`src/rtl/mcsw_pkg.sv`:
```
package mcsw_pkg;

	// ------------------------------------------------------------
	// register map (byte addresses)
	// ------------------------------------------------------------
	localparam logic [7:0] MCSW_ADR_CMD = 8'h00;
	localparam logic [7:0] MCSW_ADR_STATUS = 8'h04;
	localparam logic [7:0] MCSW_ADR_CTRL = 8'h08;
	localparam logic [7:0] MCSW_ADR_TXCFG = 8'h0c;
	localparam logic [7:0] MCSW_ADR_RXCFG = 8'h10;
	localparam logic [7:0] MCSW_ADR_IRQ_STAT = 8'h14;
	localparam logic [7:0] MCSW_ADR_IRQ_CLR = 8'h18;
	localparam logic [7:0] MCSW_ADR_IRQ_EN = 8'h1c;
	localparam logic [7:0] MCSW_ADR_STATE = 8'h20;

	// ------------------------------------------------------------
	// command and status field positions
	// ------------------------------------------------------------
	localparam int MCSW_DIR_BIT = 0;
	localparam int MCSW_MODE_LO = 1;
	localparam int MCSW_MODE_HI = 3;
	localparam int MCSW_SIG_LO = 4;
	localparam int MCSW_SIG_HI = 5;
	localparam int MCSW_ROLE_BIT = 7;
	localparam int MCSW_ATTEN_HI = 4;
	localparam int MCSW_SCRAMBLE_BIT = 5;
	localparam int MCSW_RATE_BIT = 7;
	localparam int MCSW_ANS_TONE_BIT = 4;
	localparam int MCSW_TXSYNC_BIT = 5;
	localparam int MCSW_CDLVL_BIT = 6;
	localparam int MCSW_TX_EN_BIT = 7;
	localparam int MCSW_CTRL_SEL_BIT = 0;
	localparam int MCSW_CTRL_RESTART_BIT = 1;
	localparam logic MCSW_DIR_TX = 1'b0;
	localparam logic MCSW_DIR_RX = 1'b1;

	// reserved bits per byte of each command word
	localparam logic [2:0][7:0] MCSW_TX_RSV = {8'h00, 8'h40, 8'h40};
	localparam logic [2:0][7:0] MCSW_RX_RSV = {8'hfe, 8'h5f, 8'h00};

	// mode codes
	localparam logic [3:0] MCSW_MODE_OFF = 4'h0;
	localparam logic [3:0] MCSW_MODE_V22BIS = 4'h1;
	localparam logic [3:0] MCSW_MODE_V22 = 4'h2;
	localparam logic [3:0] MCSW_MODE_B212 = 4'h3;
	localparam logic [3:0] MCSW_MODE_V23 = 4'h4;
	localparam logic [3:0] MCSW_MODE_V21 = 4'h5;
	localparam logic [3:0] MCSW_MODE_B103 = 4'h6;
	localparam logic [3:0] MCSW_MODE_TONE = 4'h7;

	// guard tone codes
	localparam logic [1:0] MCSW_SIG_OFF = 2'h0;
	localparam logic [1:0] MCSW_SIG_550 = 2'h1;
	localparam logic [1:0] MCSW_SIG_1800 = 2'h3;

	// word length, data bit counts, interrupt bits
	localparam logic [1:0] MCSW_LAST_BYTE = 2'h2;
	localparam int MCSW_QAM_BITS = 4;
	localparam int MCSW_DPSK_FAST_BITS = 2;
	localparam int MCSW_DPSK_SLOW_BITS = 1;
	localparam int MCSW_IRQ_W = 4;
	localparam int MCSW_IRQ_TX_CMD = 0;
	localparam int MCSW_IRQ_RX_CMD = 1;
	localparam int MCSW_IRQ_STAT = 2;
	localparam int MCSW_IRQ_RSV = 3;

	// ------------------------------------------------------------
	// types
	// ------------------------------------------------------------
	typedef enum logic [1:0] {MCSW_GUARD_OFF, MCSW_GUARD_550, MCSW_GUARD_1800} mcsw_guard_type;

	typedef struct packed {
		logic [3:0] mode;
		mcsw_guard_type guard;
		logic answer_originate_select;
		logic [4:0] attenuation;
		logic scrambler_on;
		logic rate_sel;
		logic [6:0] param;
		logic tx_enable;
	} mcsw_tx_cfg_type;

	typedef struct packed {
		logic [3:0] mode;
		logic call_progress;
		logic ans_tone_sel;
		logic tx_sync;
		logic cd_level;
		logic answer_originate_select;
		logic descrambler_on;
		logic rate_sel;
	} mcsw_rx_cfg_type;

	typedef struct packed {
		logic [3:0] raw_data;
		logic s1_seq;
		logic s1_or_cp;
		logic eq_ok;
		logic quality;
		logic carrier;
		logic [3:0] descr_data;
		logic [5:0] fsk_data;
		logic ans_tone;
	} mcsw_rx_stat_type;

endpackage

```
`src/rtl/mcsw_cmd_asm.sv`:
```
`timescale 1ns/1ps
module mcsw_cmd_asm (
	input wire logic clk_i,
	input wire logic rst_i,
	input wire logic [7:0] byte_i,
	input wire logic byte_we_i,
	input wire logic restart_i,
	output mcsw_pkg::mcsw_tx_cfg_type tx_cfg_o,
	output mcsw_pkg::mcsw_rx_cfg_type rx_cfg_o,
	output logic tx_load_o,
	output logic rx_load_o,
	output logic rsv_err_o,
	output logic [1:0] idx_o
);
	typedef struct packed {
		logic [1:0] idx;
		logic [7:0] b0;
		logic [7:0] b1;
		mcsw_pkg::mcsw_tx_cfg_type tx;
		mcsw_pkg::mcsw_rx_cfg_type rx;
		logic tx_load;
		logic rx_load;
		logic rsv_err;
	} mcsw_cmd_state_type;

	mcsw_cmd_state_type st;
	mcsw_cmd_state_type next_st;
	logic [7:0] rsv_mask;

	// ------------------------------------------------------------
	// byte collection and decode
	// ------------------------------------------------------------
	always_comb begin
		next_st = st;
		next_st.tx_load = 1'b0;
		next_st.rx_load = 1'b0;
		next_st.rsv_err = 1'b0;
		// reserved bits depend on the direction in the first byte
		if (((byte_we_i && st.idx == 2'h0) ? byte_i[0] : st.b0[0]) == mcsw_pkg::MCSW_DIR_RX) begin
			rsv_mask = mcsw_pkg::MCSW_RX_RSV[st.idx];
		end else begin
			rsv_mask = mcsw_pkg::MCSW_TX_RSV[st.idx];
		end
		if (restart_i) begin
			next_st.idx = 2'h0;
		end else if (byte_we_i) begin
			next_st.rsv_err = |(byte_i & rsv_mask);
			unique case (st.idx)
				2'h0: next_st.b0 = byte_i;
				2'h1: next_st.b1 = byte_i;
				default: ;
			endcase
			if (st.idx == mcsw_pkg::MCSW_LAST_BYTE) begin
				next_st.idx = 2'h0;
				if (st.b0[mcsw_pkg::MCSW_DIR_BIT] == mcsw_pkg::MCSW_DIR_TX) begin
					next_st.tx.mode = {1'b0, st.b0[mcsw_pkg::MCSW_MODE_HI:mcsw_pkg::MCSW_MODE_LO]};
					unique case (st.b0[mcsw_pkg::MCSW_SIG_HI:mcsw_pkg::MCSW_SIG_LO])
						mcsw_pkg::MCSW_SIG_550: next_st.tx.guard = mcsw_pkg::MCSW_GUARD_550;
						mcsw_pkg::MCSW_SIG_1800: next_st.tx.guard = mcsw_pkg::MCSW_GUARD_1800;
						default: next_st.tx.guard = mcsw_pkg::MCSW_GUARD_OFF;
					endcase
					next_st.tx.answer_originate_select = st.b0[mcsw_pkg::MCSW_ROLE_BIT];
					next_st.tx.attenuation = st.b1[mcsw_pkg::MCSW_ATTEN_HI:0];
					next_st.tx.scrambler_on = st.b1[mcsw_pkg::MCSW_SCRAMBLE_BIT];
					next_st.tx.rate_sel = st.b1[mcsw_pkg::MCSW_RATE_BIT];
					next_st.tx.param = byte_i[6:0];
					next_st.tx.tx_enable = byte_i[mcsw_pkg::MCSW_TX_EN_BIT];
					next_st.tx_load = 1'b1;
				end else begin
					next_st.rx.mode = {1'b0, st.b0[mcsw_pkg::MCSW_MODE_HI:mcsw_pkg::MCSW_MODE_LO]};
					next_st.rx.call_progress = (next_st.rx.mode == mcsw_pkg::MCSW_MODE_TONE);
					next_st.rx.ans_tone_sel = st.b0[mcsw_pkg::MCSW_ANS_TONE_BIT];
					next_st.rx.tx_sync = st.b0[mcsw_pkg::MCSW_TXSYNC_BIT];
					next_st.rx.cd_level = st.b0[mcsw_pkg::MCSW_CDLVL_BIT];
					next_st.rx.answer_originate_select = st.b0[mcsw_pkg::MCSW_ROLE_BIT];
					next_st.rx.descrambler_on = st.b1[mcsw_pkg::MCSW_SCRAMBLE_BIT];
					next_st.rx.rate_sel = st.b1[mcsw_pkg::MCSW_RATE_BIT];
					next_st.rx_load = 1'b1;
				end
			end else begin
				next_st.idx = st.idx + 2'h1;
			end
		end
	end

	// ------------------------------------------------------------
	// state register
	// ------------------------------------------------------------
	always_ff @(posedge clk_i) begin
		if (rst_i) begin
			st <= '0;
		end else begin
			st <= next_st;
		end
	end

	assign tx_cfg_o = st.tx;
	assign rx_cfg_o = st.rx;
	assign tx_load_o = st.tx_load;
	assign rx_load_o = st.rx_load;
	assign rsv_err_o = st.rsv_err;
	assign idx_o = st.idx;
endmodule

```
`src/rtl/mcsw_stat_ser.sv`:
```
`timescale 1ns/1ps
module mcsw_stat_ser (
	input wire logic clk_i,
	input wire logic rst_i,
	input mcsw_pkg::mcsw_rx_stat_type stat_i,
	input wire logic stat_we_i,
	input wire logic [3:0] mode_i,
	input wire logic rate_i,
	input wire logic sel_rx_i,
	input wire logic rd_adv_i,
	input wire logic restart_i,
	output logic [7:0] byte_o,
	output logic [1:0] idx_o,
	output logic loaded_o
);
	typedef struct packed {
		logic [1:0] idx;
		logic [2:0][7:0] word;
		mcsw_pkg::mcsw_rx_stat_type held;
		logic pending;
		logic loaded;
	} mcsw_stat_state_type;

	mcsw_stat_state_type st;
	mcsw_stat_state_type next_st;
	mcsw_pkg::mcsw_rx_stat_type src;
	logic [3:0] used;
	logic [3:0] raw_fill;
	logic [3:0] descr_fill;
	logic psk;
	int nbits;

	// ------------------------------------------------------------
	// word assembly, snapshot and byte pointer
	// ------------------------------------------------------------
	always_comb begin
		next_st = st;
		next_st.loaded = 1'b0;
		src = stat_we_i ? stat_i : st.held;
		psk = (mode_i == mcsw_pkg::MCSW_MODE_V22BIS) || (mode_i == mcsw_pkg::MCSW_MODE_V22)
			|| (mode_i == mcsw_pkg::MCSW_MODE_B212);
		if (mode_i == mcsw_pkg::MCSW_MODE_V22BIS) begin
			nbits = mcsw_pkg::MCSW_QAM_BITS;
		end else if (rate_i) begin
			nbits = mcsw_pkg::MCSW_DPSK_SLOW_BITS;
		end else begin
			nbits = mcsw_pkg::MCSW_DPSK_FAST_BITS;
		end
		for (int i = 0; i < 4; i++) begin
			used[i] = !psk || (i < nbits);
		end
		raw_fill = src.raw_data | ~used;
		descr_fill = src.descr_data | ~used;
		if (stat_we_i) begin
			next_st.held = stat_i;
			next_st.pending = 1'b1;
		end
		if (restart_i) begin
			next_st.idx = 2'h0;
		end else if (rd_adv_i) begin
			next_st.idx = (st.idx == mcsw_pkg::MCSW_LAST_BYTE) ? 2'h0 : st.idx + 2'h1;
		end
		// refresh only between words; a read begun in the refresh cycle gets the old byte 0, then bytes 1 and 2 of the new snapshot
		if ((stat_we_i || st.pending) && st.idx == 2'h0 && !rd_adv_i) begin
			next_st.pending = 1'b0;
			next_st.loaded = 1'b1;
			next_st.word[0] = {src.s1_or_cp, src.s1_seq, 1'b0, raw_fill, mcsw_pkg::MCSW_DIR_RX};
			next_st.word[1] = {1'b0, src.carrier, src.quality, src.eq_ok, 4'h0};
			if (psk) begin
				next_st.word[2] = {src.ans_tone, 2'b11, descr_fill, 1'b0};
			end else begin
				next_st.word[2] = {src.ans_tone, src.fsk_data, 1'b0};
			end
		end
	end

	// ------------------------------------------------------------
	// state register
	// ------------------------------------------------------------
	always_ff @(posedge clk_i) begin
		if (rst_i) begin
			st <= '0;
		end else begin
			st <= next_st;
		end
	end

	// transmit status word carries only its direction bit
	assign byte_o = sel_rx_i ? st.word[st.idx] : {7'h00, mcsw_pkg::MCSW_DIR_TX};
	assign idx_o = st.idx;
	assign loaded_o = st.loaded;
endmodule

```
`src/rtl/mcsw_top.sv`:
```
// Chosen here: the Wishbone register port and the register offsets.
`timescale 1ns/1ps
module mcsw_top (
	input wire logic clk_i,
	input wire logic rst_i,
	input wire logic cyc_i,
	input wire logic stb_i,
	input wire logic we_i,
	input wire logic [7:0] adr_i,
	input wire logic [3:0] sel_i,
	input wire logic [31:0] dat_i,
	output logic [31:0] dat_o,
	output logic ack_o,
	input mcsw_pkg::mcsw_rx_stat_type stat_i,
	input wire logic stat_we_i,
	output mcsw_pkg::mcsw_tx_cfg_type tx_cfg_o,
	output mcsw_pkg::mcsw_rx_cfg_type rx_cfg_o,
	output logic tx_load_o,
	output logic rx_load_o,
	output logic irq_o
);
	// ------------------------------------------------------------
	// bus side state
	// ------------------------------------------------------------
	typedef struct packed {
		logic ack;
		logic [31:0] dat;
		logic [mcsw_pkg::MCSW_IRQ_W-1:0] irq_stat;
		logic [mcsw_pkg::MCSW_IRQ_W-1:0] irq_en;
		logic sel_rx;
	} mcsw_bus_state_type;

	mcsw_bus_state_type st;
	mcsw_bus_state_type next_st;

	logic req;
	logic take;
	logic wr_lane0;
	logic cmd_we;
	logic stat_rd;
	logic restart;
	logic tx_load;
	logic rx_load;
	logic rsv_err;
	logic stat_loaded;
	logic [1:0] cmd_idx;
	logic [1:0] stat_idx;
	logic [7:0] stat_byte;
	logic [mcsw_pkg::MCSW_IRQ_W-1:0] events;
	logic [mcsw_pkg::MCSW_IRQ_W-1:0] clr;
	logic [31:0] rd_data;
	mcsw_pkg::mcsw_tx_cfg_type tx_cfg;
	mcsw_pkg::mcsw_rx_cfg_type rx_cfg;

	// ------------------------------------------------------------
	// bus decode
	// ------------------------------------------------------------
	// a request is answered one cycle after it appears; its side
	// effects happen at the edge where ack is high
	assign req = cyc_i && stb_i;
	assign take = req && st.ack;
	assign wr_lane0 = take && we_i && sel_i[0];
	assign cmd_we = wr_lane0 && (adr_i == mcsw_pkg::MCSW_ADR_CMD);
	assign stat_rd = take && !we_i && (adr_i == mcsw_pkg::MCSW_ADR_STATUS);
	assign restart = wr_lane0 && (adr_i == mcsw_pkg::MCSW_ADR_CTRL)
		&& dat_i[mcsw_pkg::MCSW_CTRL_RESTART_BIT];

	// ------------------------------------------------------------
	// command word collector
	// ------------------------------------------------------------
	mcsw_cmd_asm u_cmd (
		.clk_i(clk_i),
		.rst_i(rst_i),
		.byte_i(dat_i[7:0]),
		.byte_we_i(cmd_we),
		.restart_i(restart),
		.tx_cfg_o(tx_cfg),
		.rx_cfg_o(rx_cfg),
		.tx_load_o(tx_load),
		.rx_load_o(rx_load),
		.rsv_err_o(rsv_err),
		.idx_o(cmd_idx)
	);

	// ------------------------------------------------------------
	// status word server
	// ------------------------------------------------------------
	mcsw_stat_ser u_stat (
		.clk_i(clk_i),
		.rst_i(rst_i),
		.stat_i(stat_i),
		.stat_we_i(stat_we_i),
		.mode_i(rx_cfg.mode),
		.rate_i(rx_cfg.rate_sel),
		.sel_rx_i(st.sel_rx),
		.rd_adv_i(stat_rd),
		.restart_i(restart),
		.byte_o(stat_byte),
		.idx_o(stat_idx),
		.loaded_o(stat_loaded)
	);

	// ------------------------------------------------------------
	// interrupt events
	// ------------------------------------------------------------
	always_comb begin
		events = '0;
		events[mcsw_pkg::MCSW_IRQ_TX_CMD] = tx_load;
		events[mcsw_pkg::MCSW_IRQ_RX_CMD] = rx_load;
		events[mcsw_pkg::MCSW_IRQ_STAT] = stat_loaded;
		events[mcsw_pkg::MCSW_IRQ_RSV] = rsv_err;
		clr = '0;
		if (wr_lane0 && adr_i == mcsw_pkg::MCSW_ADR_IRQ_CLR) begin
			clr = dat_i[mcsw_pkg::MCSW_IRQ_W-1:0];
		end
	end

	// ------------------------------------------------------------
	// read data multiplexer
	// ------------------------------------------------------------
	always_comb begin
		rd_data = '0;
		unique case (adr_i)
			mcsw_pkg::MCSW_ADR_STATUS: rd_data = {24'h000000, stat_byte};
			mcsw_pkg::MCSW_ADR_CTRL: rd_data = {31'h00000000, st.sel_rx};
			mcsw_pkg::MCSW_ADR_TXCFG: rd_data = 32'(tx_cfg);
			mcsw_pkg::MCSW_ADR_RXCFG: rd_data = 32'(rx_cfg);
			mcsw_pkg::MCSW_ADR_IRQ_STAT: rd_data = 32'(st.irq_stat);
			mcsw_pkg::MCSW_ADR_IRQ_EN: rd_data = 32'(st.irq_en);
			mcsw_pkg::MCSW_ADR_STATE: rd_data = {28'h0000000, stat_idx, cmd_idx};
			default: rd_data = '0;
		endcase
	end

	// ------------------------------------------------------------
	// next state of the bus side
	// ------------------------------------------------------------
	always_comb begin
		next_st = st;
		// ack rises one cycle after the request and falls the cycle after
		next_st.ack = req && !st.ack;
		if (req && !st.ack) begin
			next_st.dat = we_i ? 32'h00000000 : rd_data;
		end
		if (wr_lane0 && adr_i == mcsw_pkg::MCSW_ADR_CTRL) begin
			next_st.sel_rx = dat_i[mcsw_pkg::MCSW_CTRL_SEL_BIT];
		end
		if (wr_lane0 && adr_i == mcsw_pkg::MCSW_ADR_IRQ_EN) begin
			next_st.irq_en = dat_i[mcsw_pkg::MCSW_IRQ_W-1:0];
		end
		// a new event wins over a clear in the same cycle
		next_st.irq_stat = (st.irq_stat & ~clr) | events;
	end

	// ------------------------------------------------------------
	// state register
	// ------------------------------------------------------------
	always_ff @(posedge clk_i) begin
		if (rst_i) begin
			st <= '0;
		end else begin
			st <= next_st;
		end
	end

	// ------------------------------------------------------------
	// outputs
	// ------------------------------------------------------------
	assign dat_o = st.dat;
	assign ack_o = st.ack;
	assign tx_cfg_o = tx_cfg;
	assign rx_cfg_o = rx_cfg;
	assign tx_load_o = tx_load;
	assign rx_load_o = rx_load;
	assign irq_o = |(st.irq_stat & st.irq_en);
endmodule

```
`config.mk`:
```
export PLATFORM = sky130hd
export DESIGN_NAME = mcsw_top
export DESIGN_NICKNAME = d
export VERILOG_FILES = /design/src/rtl/mcsw_pkg.sv /design/src/rtl/mcsw_cmd_asm.sv /design/src/rtl/mcsw_stat_ser.sv /design/src/rtl/mcsw_top.sv
export SDC_FILE = /design/constraint.sdc
export NUM_CORES = 1
export LEC_CHECK = 0
export BUFFER_PORTS_ARGS = -buffer_cell sky130_fd_sc_hd__buf_2
export CAP_MARGIN = 20
export CORE_ASPECT_RATIO = 1.75
export CORE_UTILIZATION = 48
export DETAILED_ROUTE_END_ITERATION = 10
export PLACE_DENSITY = 0.74
export SETUP_SLACK_MARGIN = 0.15
export SLEW_MARGIN = 20
export SYNTH_ARGS = -nofsm -noshare
export SYNTH_HDL_FRONTEND = slang
export SYNTH_SLANG_ARGS = --single-unit
```
`constraint.sdc`:
```
create_clock -name clk_i -period 2.5 [get_ports clk_i]
set_input_delay 0.5 -clock clk_i [delete_from_list [all_inputs] [get_ports clk_i]]
set_output_delay 0.5 -clock clk_i [all_outputs]
set_load 0.05 [all_outputs]
```
==> reports/results.ini <==
[sta]
setup_viol = 0
maxSlewHeadroom = 0.5703
clock_skew_ns = 0.008490
tightest_slew_ns = 0.6445
rsz0062_at_grt = no
timing.fmax_ghz = 0.4628
min_period_ns = 2.161
maxSlewViolCount = 0
hold_violations = 0
final.setup.worst_slack_ns = 0.3393
period_share = 0.8643
final.setup.tns_ns = 0

[detailed_routing]
postRouteAntennaNets = 0
drtIter0Drc = 288
routed_via_density = 5.556
drc = 20
vias = 4617
post_drt_wl_per_cell_um = 17.65
drt_wl_total_um = 14670
first_pass_iters = 8

[setup_path]
cp_data_required_time_ns = 2.80
path_delay_family = simple AND/OR/NAND/NOR gates
end_kind = flip-flop
cp-start-kind = primary input
ff2ff_setup_slack_ns = 0.52
slowest_stage = or4b_2
path_cells = buf_2 > buf_4 > or4b_2 > nor4_1 > nand2_1 > mux2i_1 > nor2_1
path_buf_inv = 2
ff2ff_path_depth = 6
reg2reg_from = ack_o
reg2reg_to = u_cmd.tx_cfg_o[17]
critPathArrivalTime_ns = 2.46
critPathKind = in -> reg
crit_fanout = 7
cpPeakStageDelay_ns = 0.76

[power_and_ir_drop]
p_per_area_mw_per_mm2 = 742.3
power.total_uw = 4907
peakVddDrop_mv = 0.4853
p_leak_uw = 0.002881

[placement]
portBuffers = 98
dpl_cell_area_mm2 = 0.005986
preCtsSetupSlack_ns = -0.08227
dp_cells = 799
hpwl_um = 11060
gp_congestion = 0.9795

[global_route]
use_met3 = 0.05218
grt_antenna_before_repair = 0
grt_pass1_wl_um = 23290
use_met2 = 0.4414
use_met1 = 0.2625
grt_max_degree = 66
grt_pass1_vias = 4582
overflow = 0
grtUsageTotal = 0.2497
top_usage_layer = met2

[run_status]
status = finished with violations
violations = design-rule violations

[cells_and_area]
synthToLayoutAreaGrowth_pct = 16.93
fillers = 1032
antennaDiodeCount = 0
fin_nets = 758
finalNonFillerCells = 831
stdcell_area_mm2 = 0.006611
layout-drive-gt1-share = 0.2529
final-seq-area_mm2 = 0.002462
multi_input_area_mm2 = 0.002571

[clocking]
clock-sinks = 123
htreeDepth = 4
cts_resized = 0
hold_buffers = 0
cts_tree = done
clockBufferDepth = 2
cts_setup_buffers = 0
insertion_delay_ns = 0.42
cts_buffers = 17
path_clk_slew_ns = 0.06
cts_root_buf = clkbuf_16

[logic_synthesis]
synth_commonest_cells = dfxtp_1, nor2_1, nand2_1
synth_cell_type_count = 56
synth-seq-cells = 123
postSynthAreaPerCell_um2 = 9.076
synth_area_mm2 = 0.005654
synth_top_cell_area_share = 0.4355
yosysSeqAreaShare = 0.4355
async_reset_ff_frac = 0
synth_cells = 623
synth_edf_count = 0
yosysTopAreaCell = dfxtp_1
synth.area.top_cells = dfxtp_1, mux2i_1, buf_4, nor2_1, nand2_1
synth_ff_type = dfxtp_1
synth.most_common_cell = dfxtp_1
yosys_warnings = 0

[floorplan]
die_w_um = 84.05
die-area_mm2 = 0.01223
io_pins = 139
core_mm2 = 0.01152
start_util = 0.4910
fp.dieH_um = 145.6
std_cell_rows = 52

[worst_hold_path]
hold_end = u_stat.st[3]
hold_depth = 3
worstHoldPathType = in -> reg
min-delay-start = stat_i[1]

[job]
cap_viol_max_count = 0

## cell usage in the layout, fill, tap and decap left out, types with 3 or more instances in the layout
cell type / instances
a22o_1: 12
a21boi_0: 4
nand2b_1: 4
inv_6: 5
inv_8: 3
or4_1: 5
a211oi_1: 7
dfxtp_1: 123
buf_2: 98
a22oi_1: 24
o21ai_0: 7
buf_4: 27
ha_1: 5
inv_1: 7
bufinv_16: 3
nand2_1: 70
conb_1: 13
nand3b_1: 5
nor2b_1: 8
o2bb2ai_1: 9
nor2_1: 72
nor3_1: 4
clkbuf_16: 17
nor4_1: 4
a21oi_1: 40
nand3_1: 13
and4b_1: 4
o21a_1: 4
mux2i_1: 53
buf_12: 3
## logic make-up (layout without fill, tap and decap cells)
group	count (synthesis)	after routing	synth area share
other	1	13	0.0006632
DFF	123	123	0.4355
muxes	56	56	0.1018
buffers and inverters	107	168	0.1199
AOI/OAI and AO/OA	121	121	0.1461
adders and majority gates	5	5	0.01106
and+or+nand+nor	210	210	0.1850
## where the power goes
group          total [uW]  internal (uW)  switching, uW
Clock                2600           1600            994
Combinational         290           97.2            193
Sequential           2020           2000           17.7
Total                4910           3700           1200
## worst max-delay path by stage
stage / start / endpoint / slack, ns / depth (start not counted)
final: adr_i[5] / st[3] / 0.34 / 7
after floorplan: adr_i[4] / u_cmd.tx_cfg_o[16] / 0.14 / 7
after global routing: adr_i[5] / st[2] / 0.28 / 7
after global placement: adr_i[5] / st[1] / -0.04 / 7
after CTS: adr_i[5] / st[2] / 0.36 / 7
after detailed placement: adr_i[5] / st[2] / -0.08 / 7
## flip-flops by register name, summed over array words and instances (netlist names)
register / count
ack_o: 1
u_cmd.rx_cfg_o: 10
dat_o: 21
u_stat.st: 38
u_cmd.rsv_err_o: 1
u_stat.idx_o: 2
u_stat.loaded_o: 1
u_cmd.idx_o: 2
st: 9
u_cmd.rx_load_o: 1
u_cmd.tx_cfg_o: 21
u_cmd.tx_load_o: 1
u_cmd.st: 15
## worst register-to-register path: cells and delay by family, from the launching register on
kind	cells	cell delay [ns]
flops	1	0.35
buf+inv	1	0.18
simple gates	4	1.23
compound gates	1	0.16
## layer usage
layer / part of all wire / vias to the layer above
met3: 0.042 / 44
met4: 0.060 / 0
li1: - / 2221
met1: 0.37 / 2200
met2: 0.53 / 152
met5: 0 / -
## stage by stage
stage	utilization	hold WS, ns
finish	0.5741	0.3326
CTS	0.5741	0.3248
floorplan	-	0.4178
global route	0.5741	0.3372
detailed placement	0.5198	0.4350
global placement	0.5198	0.4264
## area by class of cell
cell class / count / share of cell area
clock buffer: 17 / 0.06435
clock inverter: 15 / 0.03028
inverter: 8 / 0.004542
multi-input combinational: 405 / 0.3889
sequential: 123 / 0.3724
timing repair buffer: 128 / 0.1139
tap: 135 / 0.02555
(Power assumes the default switching activity.)
